<file path="src/hdl/slc_regs.vh">
// offsets, field positions, reset values and encodings of the serial link control registers
`ifndef SLC_REGS_VH
`define SLC_REGS_VH

`define SLC_OFF_LINK_ENABLE    12'h200
`define SLC_OFF_OUTPUT_MODE    12'h201
`define SLC_OFF_MULTIFRAME     12'h202
`define SLC_OFF_MANUAL_SYNC    12'h203
`define SLC_OFF_LINK_CONTROL   12'h204
`define SLC_OFF_TEST_PATTERN   12'h205
`define SLC_OFF_DEVICE_IDENT   12'h206
`define SLC_OFF_FRAME_CHAR     12'h207
`define SLC_OFF_STATUS         12'h208
`define SLC_OFF_POWERDOWN      12'h209
`define SLC_OFF_EXTRA_A        12'h20A
`define SLC_OFF_EXTRA_B        12'h20B
`define SLC_OFF_CAL_ENABLE     12'h210

`define SLC_RST_LINK_ENABLE    8'h01
`define SLC_RST_OUTPUT_MODE    8'h02
`define SLC_RST_MULTIFRAME     8'h1F
`define SLC_RST_MANUAL_SYNC    8'h01
`define SLC_RST_LINK_CONTROL   8'h02
`define SLC_RST_ZERO           8'h00

`define SLC_MODE_WIDTH         5
`define SLC_SYNC_SEL_LSB       2
`define SLC_SYNC_SEL_MSB       3
`define SLC_SYNC_SE            2'h0
`define SLC_SYNC_DIFFERENTIAL_TIMESTAMP_INPUT         2'h1
`define SLC_SYNC_NONE          2'h2

`endif

</file>
<file path="src/hdl/slc_sync_select.v">
// synchronisation request combiner: hardware source select plus software request
`timescale 1ns/1ps
module slc_sync_select (
   input  wire       pclk,
   input  wire       presetn,
   input  wire [1:0] sync_sel,
   input  wire       manual_sync_request_n,
   input  wire       single_ended_sync_input_n,
   input  wire       differential_timestamp_input_n,
   input  wire       timestamp_receiver_enable,
   output reg        sync_request
);
`include "slc_regs.vh"

   reg hw_request;

   always @* begin
      hw_request = 1'b0;
      case (sync_sel)
         `SLC_SYNC_SE:    hw_request = ~single_ended_sync_input_n;
         `SLC_SYNC_DIFFERENTIAL_TIMESTAMP_INPUT: hw_request = timestamp_receiver_enable & ~differential_timestamp_input_n;
         default:         hw_request = 1'b0;
      endcase
   end

   always @(posedge pclk or negedge presetn) begin
      if (!presetn) begin
         sync_request <= 1'b0;
      end else begin
         sync_request <= hw_request | ~manual_sync_request_n;
      end
   end
endmodule // slc_sync_select

</file>
<file path="src/hdl/slc_link_regs.v">
// serial link control register bank with apb slave
`timescale 1ns/1ps
module slc_link_regs (
   input  wire        pclk,
   input  wire        presetn,
   input  wire        psel,
   input  wire        penable,
   input  wire        pwrite,
   input  wire [11:0] paddr,
   input  wire [31:0] pwdata,
   input  wire [3:0]  pstrb,
   output reg  [31:0] prdata,
   output reg         pready,
   output reg         pslverr,
   input  wire        single_ended_sync_input_n,
   input  wire        differential_timestamp_input_n,
   input  wire        timestamp_receiver_enable,
   input  wire [7:0]  link_system_status,
   output reg         link_reset_n,
   output reg         serializer_power_on,
   output reg         link_clock_enable,
   output reg         lmfc_reset_n,
   output reg         calibration_enable,
   output reg  [4:0]  output_mode_select,
   output reg  [4:0]  frames_per_multiframe_minus_one,
   output reg  [7:0]  link_control,
   output reg  [3:0]  test_pattern_select,
   output reg  [7:0]  device_ident,
   output reg  [1:0]  end_of_frame_char_select,
   output reg  [7:0]  channel_powerdown,
   output reg  [7:0]  extra_lane_enable_a,
   output reg  [7:0]  extra_lane_enable_b,
   output wire        sync_request
);
`include "slc_regs.vh"

   reg  [7:0] link_enable_reg;
   reg  [7:0] output_mode_reg;
   reg  [7:0] multiframe_length_reg;
   reg  [7:0] manual_sync_request_reg;
   reg  [7:0] link_control_reg;
   reg  [7:0] test_pattern_reg;
   reg  [7:0] device_ident_param_reg;
   reg  [7:0] end_of_frame_char_reg;
   reg  [7:0] channel_powerdown_reg;
   reg  [7:0] extra_lane_enable_a_reg;
   reg  [7:0] extra_lane_enable_b_reg;
   reg  [7:0] cal_enable_reg;
   reg  [7:0] next_rdata;
   reg        next_err;
   wire       access;
   wire       wr;

   assign access = psel & penable & ~pready;
   assign wr     = access & pwrite & pstrb[0];

   // byte update honouring the lowest byte lane only
   function [7:0] wbyte;
      input [7:0] old;
      input [7:0] data;
      begin
         wbyte = data;
      end
   endfunction

   // offsets are register indices; the byte address is four times the index
   function hit;
      input [11:0] addr;
      input [11:0] off;
      begin
         hit = (addr[1:0] == 2'b00) && (addr[11:2] == off[9:0]);
      end
   endfunction

   // read decode and unmapped detect
   always @* begin
      next_rdata = 8'h00;
      next_err   = 1'b0;
      if (paddr[1:0] != 2'b00) begin
         next_err = 1'b1;
      end else if (hit(paddr, `SLC_OFF_LINK_ENABLE)) begin
         next_rdata = link_enable_reg;
      end else if (hit(paddr, `SLC_OFF_OUTPUT_MODE)) begin
         next_rdata = output_mode_reg;
      end else if (hit(paddr, `SLC_OFF_MULTIFRAME)) begin
         next_rdata = multiframe_length_reg;
      end else if (hit(paddr, `SLC_OFF_MANUAL_SYNC)) begin
         next_rdata = manual_sync_request_reg;
      end else if (hit(paddr, `SLC_OFF_LINK_CONTROL)) begin
         next_rdata = link_control_reg;
      end else if (hit(paddr, `SLC_OFF_TEST_PATTERN)) begin
         next_rdata = test_pattern_reg;
      end else if (hit(paddr, `SLC_OFF_DEVICE_IDENT)) begin
         next_rdata = device_ident_param_reg;
      end else if (hit(paddr, `SLC_OFF_FRAME_CHAR)) begin
         next_rdata = end_of_frame_char_reg;
      end else if (hit(paddr, `SLC_OFF_STATUS)) begin
         next_rdata = link_system_status;
      end else if (hit(paddr, `SLC_OFF_POWERDOWN)) begin
         next_rdata = channel_powerdown_reg;
      end else if (hit(paddr, `SLC_OFF_EXTRA_A)) begin
         next_rdata = extra_lane_enable_a_reg;
      end else if (hit(paddr, `SLC_OFF_EXTRA_B)) begin
         next_rdata = extra_lane_enable_b_reg;
      end else if (hit(paddr, `SLC_OFF_CAL_ENABLE)) begin
         next_rdata = cal_enable_reg;
      end else begin
         next_err = 1'b1;
      end
   end

   // apb answer one cycle into the access phase
   always @(posedge pclk or negedge presetn) begin
      if (!presetn) begin
         pready  <= 1'b0;
         pslverr <= 1'b0;
         prdata  <= 32'h00000000;
      end else begin
         pready  <= access;
         pslverr <= access & next_err;
         if (access && !pwrite) begin
            prdata <= {24'h000000, next_rdata};
         end
      end
   end

   // register writes
   always @(posedge pclk or negedge presetn) begin
      if (!presetn) begin
         link_enable_reg         <= `SLC_RST_LINK_ENABLE;
         output_mode_reg         <= `SLC_RST_OUTPUT_MODE;
         multiframe_length_reg   <= `SLC_RST_MULTIFRAME;
         manual_sync_request_reg <= `SLC_RST_MANUAL_SYNC;
         link_control_reg        <= `SLC_RST_LINK_CONTROL;
         test_pattern_reg        <= `SLC_RST_ZERO;
         device_ident_param_reg  <= `SLC_RST_ZERO;
         end_of_frame_char_reg   <= `SLC_RST_ZERO;
         channel_powerdown_reg   <= `SLC_RST_ZERO;
         extra_lane_enable_a_reg <= `SLC_RST_ZERO;
         extra_lane_enable_b_reg <= `SLC_RST_ZERO;
         cal_enable_reg          <= `SLC_RST_ZERO;
      end else if (wr && !next_err) begin
         if (hit(paddr, `SLC_OFF_LINK_ENABLE)) begin
            link_enable_reg <= wbyte(link_enable_reg, pwdata[7:0]);
         end else if (hit(paddr, `SLC_OFF_OUTPUT_MODE)) begin
            output_mode_reg <= wbyte(output_mode_reg, pwdata[7:0]);
         end else if (hit(paddr, `SLC_OFF_MULTIFRAME)) begin
            multiframe_length_reg <= wbyte(multiframe_length_reg, pwdata[7:0]);
         end else if (hit(paddr, `SLC_OFF_MANUAL_SYNC)) begin
            manual_sync_request_reg <= wbyte(manual_sync_request_reg, pwdata[7:0]);
         end else if (hit(paddr, `SLC_OFF_LINK_CONTROL)) begin
            link_control_reg <= wbyte(link_control_reg, pwdata[7:0]);
         end else if (hit(paddr, `SLC_OFF_TEST_PATTERN)) begin
            test_pattern_reg <= wbyte(test_pattern_reg, pwdata[7:0]);
         end else if (hit(paddr, `SLC_OFF_DEVICE_IDENT)) begin
            device_ident_param_reg <= {pwdata[7:1], 1'b0};
         end else if (hit(paddr, `SLC_OFF_FRAME_CHAR)) begin
            end_of_frame_char_reg <= wbyte(end_of_frame_char_reg, pwdata[7:0]);
         end else if (hit(paddr, `SLC_OFF_POWERDOWN)) begin
            channel_powerdown_reg <= wbyte(channel_powerdown_reg, pwdata[7:0]);
         end else if (hit(paddr, `SLC_OFF_EXTRA_A)) begin
            extra_lane_enable_a_reg <= wbyte(extra_lane_enable_a_reg, pwdata[7:0]);
         end else if (hit(paddr, `SLC_OFF_EXTRA_B)) begin
            extra_lane_enable_b_reg <= wbyte(extra_lane_enable_b_reg, pwdata[7:0]);
         end else if (hit(paddr, `SLC_OFF_CAL_ENABLE)) begin
            cal_enable_reg <= {7'h00, pwdata[0]};
         end
      end
   end

   // link side effects and configuration outputs, all registered
   always @(posedge pclk or negedge presetn) begin
      if (!presetn) begin
         link_reset_n                    <= 1'b0;
         serializer_power_on             <= 1'b0;
         link_clock_enable               <= 1'b0;
         lmfc_reset_n                    <= 1'b0;
         calibration_enable              <= 1'b0;
         output_mode_select              <= 5'h02;
         frames_per_multiframe_minus_one <= 5'h1F;
         link_control                    <= `SLC_RST_LINK_CONTROL;
         test_pattern_select             <= 4'h0;
         device_ident                    <= 8'h00;
         end_of_frame_char_select        <= 2'h0;
         channel_powerdown               <= 8'h00;
         extra_lane_enable_a             <= 8'h00;
         extra_lane_enable_b             <= 8'h00;
      end else begin
         link_reset_n                    <= link_enable_reg[0];
         serializer_power_on             <= link_enable_reg[0];
         link_clock_enable               <= link_enable_reg[0];
         lmfc_reset_n                    <= link_enable_reg[0];
         calibration_enable              <= cal_enable_reg[0];
         output_mode_select              <= output_mode_reg[4:0];
         frames_per_multiframe_minus_one <= multiframe_length_reg[4:0];
         link_control                    <= link_control_reg;
         test_pattern_select             <= test_pattern_reg[3:0];
         device_ident                    <= device_ident_param_reg;
         end_of_frame_char_select        <= end_of_frame_char_reg[1:0];
         channel_powerdown               <= channel_powerdown_reg;
         extra_lane_enable_a             <= extra_lane_enable_a_reg;
         extra_lane_enable_b             <= extra_lane_enable_b_reg;
      end
   end

   slc_sync_select u_sync (
      .pclk                           (pclk),
      .presetn                        (presetn),
      .sync_sel                       (link_control_reg[`SLC_SYNC_SEL_MSB:`SLC_SYNC_SEL_LSB]),
      .manual_sync_request_n          (manual_sync_request_reg[0]),
      .single_ended_sync_input_n      (single_ended_sync_input_n),
      .differential_timestamp_input_n (differential_timestamp_input_n),
      .timestamp_receiver_enable      (timestamp_receiver_enable),
      .sync_request                   (sync_request)
   );
endmodule // slc_link_regs

</file>
<file path="config.mk">
export PLATFORM = sky130hd
export DESIGN_NAME = slc_link_regs
export DESIGN_NICKNAME = d
export VERILOG_FILES = /design/src/hdl/slc_sync_select.v /design/src/hdl/slc_link_regs.v
export VERILOG_INCLUDE_DIRS = /design/src /design/src/hdl
export SDC_FILE = /design/constraint.sdc
export NUM_CORES = 1
export LEC_CHECK = 0
export ABC_AREA = 1
export BUFFER_PORTS_ARGS = -buffer_cell sky130_fd_sc_hd__buf_2
export CELL_PAD_IN_SITES_DETAIL_PLACEMENT = 0
export CELL_PAD_IN_SITES_GLOBAL_PLACEMENT = 1
export CORE_MARGIN = 2
export CORE_UTILIZATION = 30
export DETAILED_ROUTE_END_ITERATION = 8
export PLACE_DENSITY_LB_ADDON = 0.1
export SLEW_MARGIN = 20
export SYNTH_ARGS = -nofsm -noshare
export SYNTH_HDL_FRONTEND = slang
export SYNTH_SLANG_ARGS = --single-unit
</file>
<file path="constraint.sdc">
create_clock -name pclk -period 1.65 [get_ports pclk]
set_input_delay 0.2475 -clock pclk [delete_from_list [all_inputs] [get_ports pclk]]
set_output_delay 0.2475 -clock pclk [all_outputs]
set_load 0.02 [all_outputs]
</file>
-- After elaboration in Yosys (flattened, before gate mapping)
Cells that the tools add are included.
- memory bits (writable): 0
- output and inout port bits: 96
- input bits: 64
- latch bits: 0
- bits in read-only memories: 0
- word-level logic and storage cells: 124
- memories: 0
- register bits: 156
- add/sub/neg operators: 0
- shifts and indexed selects: 0
- multiplexer cells: 29
- reduce and logical (&&, ||, !) cells: 32
- bitwise gates (word level): 22
- multipliers: 0
- equality and inequality tests: 14
- magnitude comparators: 0
- div/mod/pow operators: 0
- operator list (cell ; number):
    $eq 10x10->1 const B ; 13
    $mux 8 ; 13
    $logic_and 1x1->1 ; 15
    $mux 1 ; 15
    $not 1->1 ; 15
    $reduce_and 13->1 ; 1
    $reduce_and 12->1 ; 1
    $reduce_and 11->1 ; 1
    $reduce_and 10->1 ; 1
    $reduce_and 9->1 ; 1
    $reduce_and 8->1 ; 1
    $reduce_and 7->1 ; 1
    $and 1x1->1 ; 6
    $reduce_and 6->1 ; 1
    $reduce_and 5->1 ; 1
    $logic_not 2->1 ; 2
    $reduce_and 4->1 ; 1
    $reduce_and 3->1 ; 1
    $eq 2x1->1 const B ; 1
    $logic_not 1->1 ; 2
    $pmux 1 s2 ; 1
    $reduce_and 2->1 ; 1
    $reduce_bool 2->1 ; 1
    $or 1x1->1 ; 1

-- Logic depth before layout (Yosys ltp)
Gate-level depths: netlist of run 1.
- word-level depth: 19
- mapped depth: 18
- gate-level depth less buffers: 17

-- By module
Synthesis of run 1 repeated with hierarchy kept, for this count alone.
- cells, all modules: 692
- area total of the unflattened synthesis: 6859.1 µm²
- modules (own cells, without submodules) (module ; area each (µm²) ; instances ; sequential area each (µm²) ; cells an instance):
    slc_link_regs ; 6791.5 ; 1 ; 3898.7 ; 682
    slc_sync_select ; 67.6 ; 1 ; 25.0 ; 10

-- Least setup slack after synthesis of run 1
Ideal clock, no wire load.
- path type: input to register
- start: in paddr[7]
- end: reg extra_lane_enable_a_reg[5]
- required time: 1.525 ns
- cell stages on the path: 15
- setup slack: -0.184 ns
- arrival time: 1.709 ns
- buffers on the path: 1
- library setup time: 0.125 ns
- cell sequence: inv_1 nand2_1 nor2_1 nand2_2 nor2_4 nand2_1 nand2_2 nor2_1 nand3_2 nand2_4 nor2_4 nand3_4 buf_6 nand2_1 o21ai_2
- longest elaborated chain between the ends: 19
- elaborated cells between the ends (all ways): 52
- those cells by class: eq/ne (13); mux (14); bitwise (9); reduce/logical (16)
- RTL lines (element ; line ; RTL):
    from (decl) ; slc_link_regs.v:9 ; input wire [11:0] paddr,
    $eq 10x10->1 ; slc_link_regs.v:71 ; hit = (addr[1:0] == 2'b00) && (addr[11:2] == off[9:0]);
    $logic_and 1x1->1 ; slc_link_regs.v:71 ;
    $mux 1 ; slc_link_regs.v:105 ; end else if (hit(paddr, `SLC_OFF_CAL_ENABLE)) begin
    $mux 1 ; slc_link_regs.v:103 ; end else if (hit(paddr, `SLC_OFF_EXTRA_B)) begin
    $mux 1 ; slc_link_regs.v:101 ; end else if (hit(paddr, `SLC_OFF_EXTRA_A)) begin
    $mux 1 ; slc_link_regs.v:99 ; end else if (hit(paddr, `SLC_OFF_POWERDOWN)) begin
    $mux 1 ; slc_link_regs.v:97 ; end else if (hit(paddr, `SLC_OFF_STATUS)) begin
    $mux 1 ; slc_link_regs.v:95 ; end else if (hit(paddr, `SLC_OFF_FRAME_CHAR)) begin
    [3 not listed] ; -- ;
    $mux 1 ; slc_link_regs.v:87 ; end else if (hit(paddr, `SLC_OFF_MANUAL_SYNC)) begin
    $mux 1 ; slc_link_regs.v:85 ; end else if (hit(paddr, `SLC_OFF_MULTIFRAME)) begin
    $mux 1 ; slc_link_regs.v:83 ; end else if (hit(paddr, `SLC_OFF_OUTPUT_MODE)) begin
    $mux 1 ; slc_link_regs.v:81 ; end else if (hit(paddr, `SLC_OFF_LINK_ENABLE)) begin
    $mux 1 ; slc_link_regs.v:79 ; if (paddr[1:0] != 2'b00) begin
    $logic_not 1->1 ; slc_link_regs.v:142 ; end else if (wr && !next_err) begin
    $logic_and 1x1->1 ; slc_link_regs.v:142 ;
    $reduce_and 11->1 (no source line) * ; -- ;
    to (signal assigned) ; slc_link_regs.v:139 ; extra_lane_enable_a_reg <= `SLC_RST_ZERO;
    to (signal assigned) ; slc_link_regs.v:162 ; extra_lane_enable_a_reg <= wbyte(extra_lane_enable_a_reg, pwdata[7:0]);
    to (decl) ; slc_link_regs.v:46 ; reg [7:0] extra_lane_enable_a_reg;
Every way passes the cells marked *; elsewhere a longest branch is shown, timed or not.
A chain may end at the register's enable or synchronous reset.

-- Worst setup path after layout of run 1
- start: in paddr[10]
- end: reg test_pattern_reg[6]
- longest elaborated chain between the ends: 19
- elaborated cells between the ends (all ways): 48
- those cells by class: eq/ne (13); mux (14); bitwise (5); reduce/logical (16)
- RTL lines (element ; line ; RTL):
    $eq 10x10->1 ; slc_link_regs.v:71 ;
    $logic_and 1x1->1 ; slc_link_regs.v:71 ;
    $mux 1 ; slc_link_regs.v:105 ;
    $mux 1 ; slc_link_regs.v:103 ;
    $mux 1 ; slc_link_regs.v:101 ;
    $mux 1 ; slc_link_regs.v:99 ;
    $mux 1 ; slc_link_regs.v:97 ;
    $mux 1 ; slc_link_regs.v:95 ;
    [3 not listed] ; -- ;
    $mux 1 ; slc_link_regs.v:87 ;
    $mux 1 ; slc_link_regs.v:85 ;
    $mux 1 ; slc_link_regs.v:83 ;
    $mux 1 ; slc_link_regs.v:81 ;
    $mux 1 ; slc_link_regs.v:79 ;
    $logic_not 1->1 ; slc_link_regs.v:142 ;
    $logic_and 1x1->1 ; slc_link_regs.v:142 ;
    $reduce_and 7->1 (no source line) * ; -- ;
    to (signal assigned) ; slc_link_regs.v:135 ; test_pattern_reg <= `SLC_RST_ZERO;
    to (signal assigned) ; slc_link_regs.v:154 ; test_pattern_reg <= wbyte(test_pattern_reg, pwdata[7:0]);
    to (decl) ; slc_link_regs.v:42 ; reg [7:0] test_pattern_reg;
Marked as above.

==> results of run 1 <==
-- synthesized netlist by cell type (all sizes together) --
| master | count | share of area (%) |
|---|---|---|
| nand2 | 225 | 14 |
| dfrtp | 140 | 51 |
| o21ai | 90 | 7.0 |
| nor2 | 68 | 4.7 |
| inv | 61 | 3.4 |
| buf | 41 | 5.0 |
| nand3 | 40 | 3.4 |
| dfstp | 16 | 6.1 |
| a21oi | 10 | 0.73 |
| nor3 | 10 | 0.90 |
| nand4 | 7 | 0.64 |
| o22ai | 7 | 0.64 |
| o221a | 5 | 0.82 |
| nor4 | 4 | 0.37 |
| clkinv | 2 | 0.11 |
| o21a | 2 | 0.22 |
| conb | 1 | 0.055 |
| nand3b | 1 | 0.11 |
| o2111ai | 1 | 0.13 |
| o211a | 1 | 0.15 |
| o21bai | 1 | 0.11 |
| o311ai | 1 | 0.13 |
| o32a | 1 | 0.15 |
| or2 | 1 | 0.092 |
-- kinds of logic after synthesis --
| family | count (synthesis) | share of synthesized area, % |
|---|---|---|
| buffers and inverters | 104 | 8.492 |
| AND/OR/NAND/NOR | 356 | 23.96 |
| AO/OA/AOI/OAI | 119 | 10.10 |
| other | 1 | 0.05485 |
| flip-flops | 156 | 57.39 |
-- stage by stage --
step	instance area, sq um	instances	hold WS, ps	worst slack, ps	TNS, ps
2_1_floorplan	6978	760	-48.09	-167.9	-8378
3_3_place_gp	8297	1206	167.2	-550.4	-43440
3_5_place_dp	8297	1206	172.6	-517.1	-40990
4_1_cts	9077	1252	41.46	1.073	0
5_1_grt	9573	1264	57.51	-125.2	-5171
6_report	9573	1264	54.45	-27.14	-158.0
-- critical path, delay by kind of cell --
kind            cells  cell delay [ps]
simple gates       10             1180
buf+inv             4              490
compound gates      1               60
-- power groups by stage --
stage               clock (uW)  sequential [uW]  combinational [uW]
finish                    3990             3830                 513
global route              4250             3830                 561
CTS                       4090             3830                 487
detailed placement           0             3900                 463
global placement             0             3900                 458
floorplan                    0             3900                 193
-- metal layers --
| metal | vias to the layer above | routed length [um] | GRT usage, % |
|---|---|---|---|
| li1 | 2820 | - | - |
| met1 | 2816 | 11040 | 27.98 |
| met2 | 140 | 9712 | 28.49 |
| met3 | 32 | 873 | 3.203 |
| met4 | 0 | 437 | 6.437 |
| met5 | - | 0 | 0 |
-- final cells by class --
class                           instances  share of cell area (%)
Inverter                               63                   2.640
Tap cell                              285                   3.725
Sequential cell                       156                   40.99
Timing Repair Buffer                  226                   16.82
Clock buffer                           22                   4.640
Clock inverter                         10                   1.503
Multi-Input combinational cell        502                   29.68
-- worst min-delay path by stage --
stage	from	end	slack, ps	cells past startpoint
after floorplan	presetn	cal_enable_reg[0]$_DFFE_PN0P_	-50	0
after global placement	presetn	end_of_frame_char_select[0]$_DFF_PN0_	170	1
after detailed placement	presetn	end_of_frame_char_select[0]$_DFF_PN0_	170	1
after CTS	penable	pready$_DFF_PN0_	40	3
after global routing	penable	pready$_DFF_PN0_	60	3
final	penable	pready$_DFF_PN0_	50	3
-- placed cells by master, fill, tap and decap left out, types with 5 or more instances in the layout --
master and instances:
nand2_1 168, dfrtp_1 140, buf_4 103, buf_2 98, o21ai_1 65, inv_1 48, nor2_1 41, nand2_2 38
nand3_1 30, conb_1 25, clkbuf_16 18, nor2_4 17, nand2_4 16, o21ai_2 16, dfstp_2 16, buf_6 15
inv_2 10, a21oi_1 10, nor2_2 9, o21ai_0 9, nand4_1 7, nand3_4 6, nor3_1 6, buf_12 6
nand3_2 5, o22ai_1 5, o221a_2 5, clkbuf_1 5
-- repair_timing --
item                                    CTS  global route
hold buffers                              1             0
gates resized for setup                  17           106
endpoints found under the hold margin    29             0
endpoints found under the setup margin   36            94
pin swaps                                21            34
buffers inserted                         12            10
gates cloned                              1             2
==> out/metrics.csv, run 1 <==
metric,value,unit
status,finished with violations,
failing checks,negative setup slack,
die width,155.0,um
nets@finish,1030,
FF-to-FF Start,pready$_DFF_PN0_,
IO Count,160,
GRT overflow,0,
wire per inst,17.45,um
Clk network pwr share,47.9,%
relative slew slack,56.05,%
Post-Syn Instances,736,
Peak VDD IR,0.4986,mV
Worst EP arrival,1980,ps
launch point of the worst path,paddr[10],
crit-path cells,buf_2 > inv_2 > nand2_4 > nor2_4 > buf_12 > nand4_1 > nand2_2 > nor2_4 > nand3_4 > nand2_8 > nor2_4 > buf_6 > nand2_8 > nand2_2 > o21ai_1,
DRT Wirelength,22060,um
Period minus WS final,1677,ps
leakage power,0.005006,uW
reg2reg setup slack,60,ps
DRT iter0 DRCs,306,
CTS max path bufs,2,
number of synthesized register bits,156,
Root Driver,clkbuf_16,
routability cong.,0.9014,
port buffer count,107,
endpoints failing setup,15,
Tcrit/Tclk final,101.6,%
detailed-route DRC error count,0,
layout cells sized above 1,41.57,%
# rows,55,
Critical Path Source Type,primary input,
Slew @ Worst Pin,655.6,ps
Max Cap Viol,0,
CP Max Fanout,8,
Detailed Routing Iterations Pass 1,4,
Switching Fraction,23.38,%
initial antenna violation count,0,
clk sinks,156,
FMAX,596.3,MHz
P per Cell Area,870.4,mW/mm^2
register area share after synthesis,57.39,%
flip-flop and latch area,0.003924,sq mm
Worst Hold Class,primary input to register,
Max H-tree Level,4,
synthesized area,0.006837,sq mm
worst skew pair latency,440,ps
DP Wirelength,15980,um
Reg power frac,46.0,%
reg2reg end,test_pattern_reg[6]$_DFFE_PN0P_,
total design power,8332,uW
gr usage total,19.05,%
Worst path max stage delay,200,ps
core area,0.02250,sq mm
crit-path most repeated cell,nor2_4,
Sw Pwr,1948,uW
CP max stage cell,nand4_1,
area of the multi-input gates,0.002841,sq mm
Worst Setup End Kind,register,
internal cell power,6384,uW
vias in the first global route,5745,
fillcell total,2282,
largest net degree at the start of global routing,42,
CTS tree,built,
Critical Path RT,1950,ps
endpoints failing hold,0,
CTS Buf Count,17,
vias,5808,
initial core utilization,30.38,%
Fin Clk Skew,9.708,ps
fin util,42.54,%
combinational power share,6.2,%
Ys Warns,0,
Diodes inserted,0,
Setup CP Type,primary input to register,
Final ANT Viol Nets,0,
Reg2Reg Depth,10,
max-slew violations,0,
Netlist cell types,39,
unrepaired setup endpoints after global routing,yes,
first-pass GRT wire length,34110,um
Clock transition at path regs,70,ps
Final WS setup,-27.14,ps
Die Area,0.02401,sq mm
Avg Vias per Cell,4.595,
area grow syn2layout,40.03,%
Mapped Avg Cell Area,9.289,sq um
DIE HEIGHT,155.0,um
end of the critical path,test_pattern_reg[6]$_DFFE_PN0P_,
No activity file was read; power rests on OpenSTA's default activity.
==> run 2: changes to the inputs <==
--- a/constraint.sdc
+++ b/constraint.sdc
@@ -3,2 +3,2 @@
 set_output_delay 0.2475 -clock pclk [all_outputs]
-set_load 0.02 [all_outputs]
+set_load 0.1 [all_outputs]
==> out/metrics.csv, run 2 (synthesis gave the netlist of run 1 again) <==
metric,value,unit
status,finished with violations,
failing checks,negative setup slack,
GRT overflow,0,
internal cell power,6281,uW
IO Count,160,
Tcrit/Tclk final,100.5,%
Slew @ Worst Pin,644.5,ps
Peak VDD IR,0.4993,mV
CTS max path bufs,2,
Root Driver,clkbuf_16,
endpoints failing hold,0,
routability cong.,0.8420,
CTS Buf Count,17,
Clk network pwr share,46.2,%
max-slew violations,0,
leakage power,0.005004,uW
Setup CP Type,primary input to register,
Final WS setup,-8.480,ps
DP Area,0.008268,sq mm
reg2reg end,extra_lane_enable_a_reg[3]$_DFFE_PN0P_,
endpoints failing setup,5,
most frequent cells in the layout,"172 x nand2_1, 139 x dfrtp_1, 111 x buf_4",
Worst Hold Class,primary input to register,
post-layout instance area,0.009513,sq mm
Clock transition at path regs,60,ps
Max Cap Viol,0,
DRT iter0 DRCs,292,
Reg2Reg Depth,9,
end of the critical path,extra_lane_enable_a_reg[3]$_DFFE_PN0P_,
vias in the first global route,5736,
"commonest non-fill, non-tap cell in the layout",nand2_1,
DP Wirelength,15960,um
detailed-route DRC error count,0,
worst skew pair latency,430,ps
combinational power share,8.5,%
FF-to-FF Start,pready$_DFF_PN0_,
Max H-tree Level,4,
CP Max Fanout,8,
Final ANT Viol Nets,0,
Worst Setup End Kind,register,
CTS tree,built,
Avg Vias per Cell,4.545,
initial core utilization,30.38,%
Diodes inserted,0,
gr usage total,18.93,%
Switching Fraction,25.82,%
hold slack,49.13,ps
Critical Path Source Type,primary input,
first-pass GRT wire length,34130,um
clk sinks,156,
nets@finish,1033,
DIE HEIGHT,155.0,um
core area,0.02250,sq mm
layout cells sized above 1,40.43,%
initial antenna violation count,0,
Period minus WS final,1658,ps
Detailed Routing Iterations Pass 1,4,
dpl ws,-527.3,ps
Critical Path RT,1960,ps
Sw Pwr,2186,uW
Die Area,0.02401,sq mm
largest net degree at the start of global routing,50,
unrepaired setup endpoints after global routing,yes,
port buffer count,107,
relative slew slack,56.99,%
P per Cell Area,890.0,mW/mm^2
area grow syn2layout,39.15,%
# rows,55,
reg2reg setup slack,50,ps
Fin Clk Skew,17.96,ps
Worst EP arrival,1970,ps
die width,155.0,um
DRT Wirelength,22000,um
Fin Setup TNS,-27.35,ps
wire per inst,17.36,um
FMAX,603.0,MHz
Reg power frac,45.2,%
vias,5759,
launch point of the worst path,paddr[3],
run 2: cell count changes in the layout (fill, tap and decap cells not counted), moves of 4 or more:
| cell | delta |
|---|---|
| inv_6 | +4 |
| o21ai_2 | -7 |
| nand2_1 | +4 |
| buf_6 | -4 |
| o21ai_1 | +10 |
| buf_4 | +8 |
run 2: power by group through the flow:
stage	sequential, uW	combinational, uW	clock (uW)
floorplan	3920	391	0
global placement	3900	668	0
detailed placement	3900	671	0
CTS	3830	698	4010
global route	3830	767	4210
finish	3830	723	3910
run 2: cell type report:
class	count	area (sq um)
Clock buffer	20	446.7
Multi-Input combinational cell	501	2746
Inverter	63	260.3
Timing Repair Buffer	230	1643
Clock inverter	12	135.1
Fill cell	2249	12990
Tap cell	285	356.6
Sequential cell	156	3925
run 2: timing repair:
item                                    in CTS  in global routing
buffers inserted                            17                 13
hold buffers                                 1                  0
gates resized for setup                     39                 68
pin swaps                                   20                 37
endpoints found under the hold margin       35                  0
endpoints found under the setup margin      39                 93
gates cloned                                 1                  1
run 2: how the worst min path moves through the flow:
stage          slack [ps]  depth (start not counted)                                     to                      start
2_1_floorplan         -50                          0          cal_enable_reg[0]$_DFFE_PN0P_                    presetn
3_3_place_gp          250                          1  device_ident_param_reg[4]$_DFFE_PN0P_                    presetn
3_5_place_dp          250                          1        test_pattern_reg[7]$_DFFE_PN0P_                    presetn
4_1_cts                30                          2          u_sync.sync_request$_DFF_PN0_  single_ended_sync_input_n
5_1_grt                40                          2          u_sync.sync_request$_DFF_PN0_  single_ended_sync_input_n
6_report               50                          3                       pready$_DFF_PN0_                    penable
run 2: metal layers:
| layer | part of all wire [%] | track usage (%) |
|---|---|---|
| met1 | 50 | 27.59 |
| met2 | 45 | 28.72 |
| met3 | 3.5 | 3.036 |
| met4 | 1.6 | 6.305 |
| met5 | 0 | 0 |
run 2: through the flow:
stage	instances	utilization, %	total power (uW)
3_3_place_gp	1202	36.74	4568
2_1_floorplan	760	-	4313
5_1_grt	1267	42.27	8801
6_report	1267	42.27	8467
3_5_place_dp	1202	36.74	4571
4_1_cts	1253	40.68	8535
run 2: critical path, stage by stage:
cell and delay, ps:
clkbuf_4 170, buf_4 160, nor2_4 170, nand4_1 180, nand2_1 190, nor2_4 60
nand3_4 110, nand2_8 80, nor2_4 240, nand3_4 200, nand2_1 110, o21ai_2 50
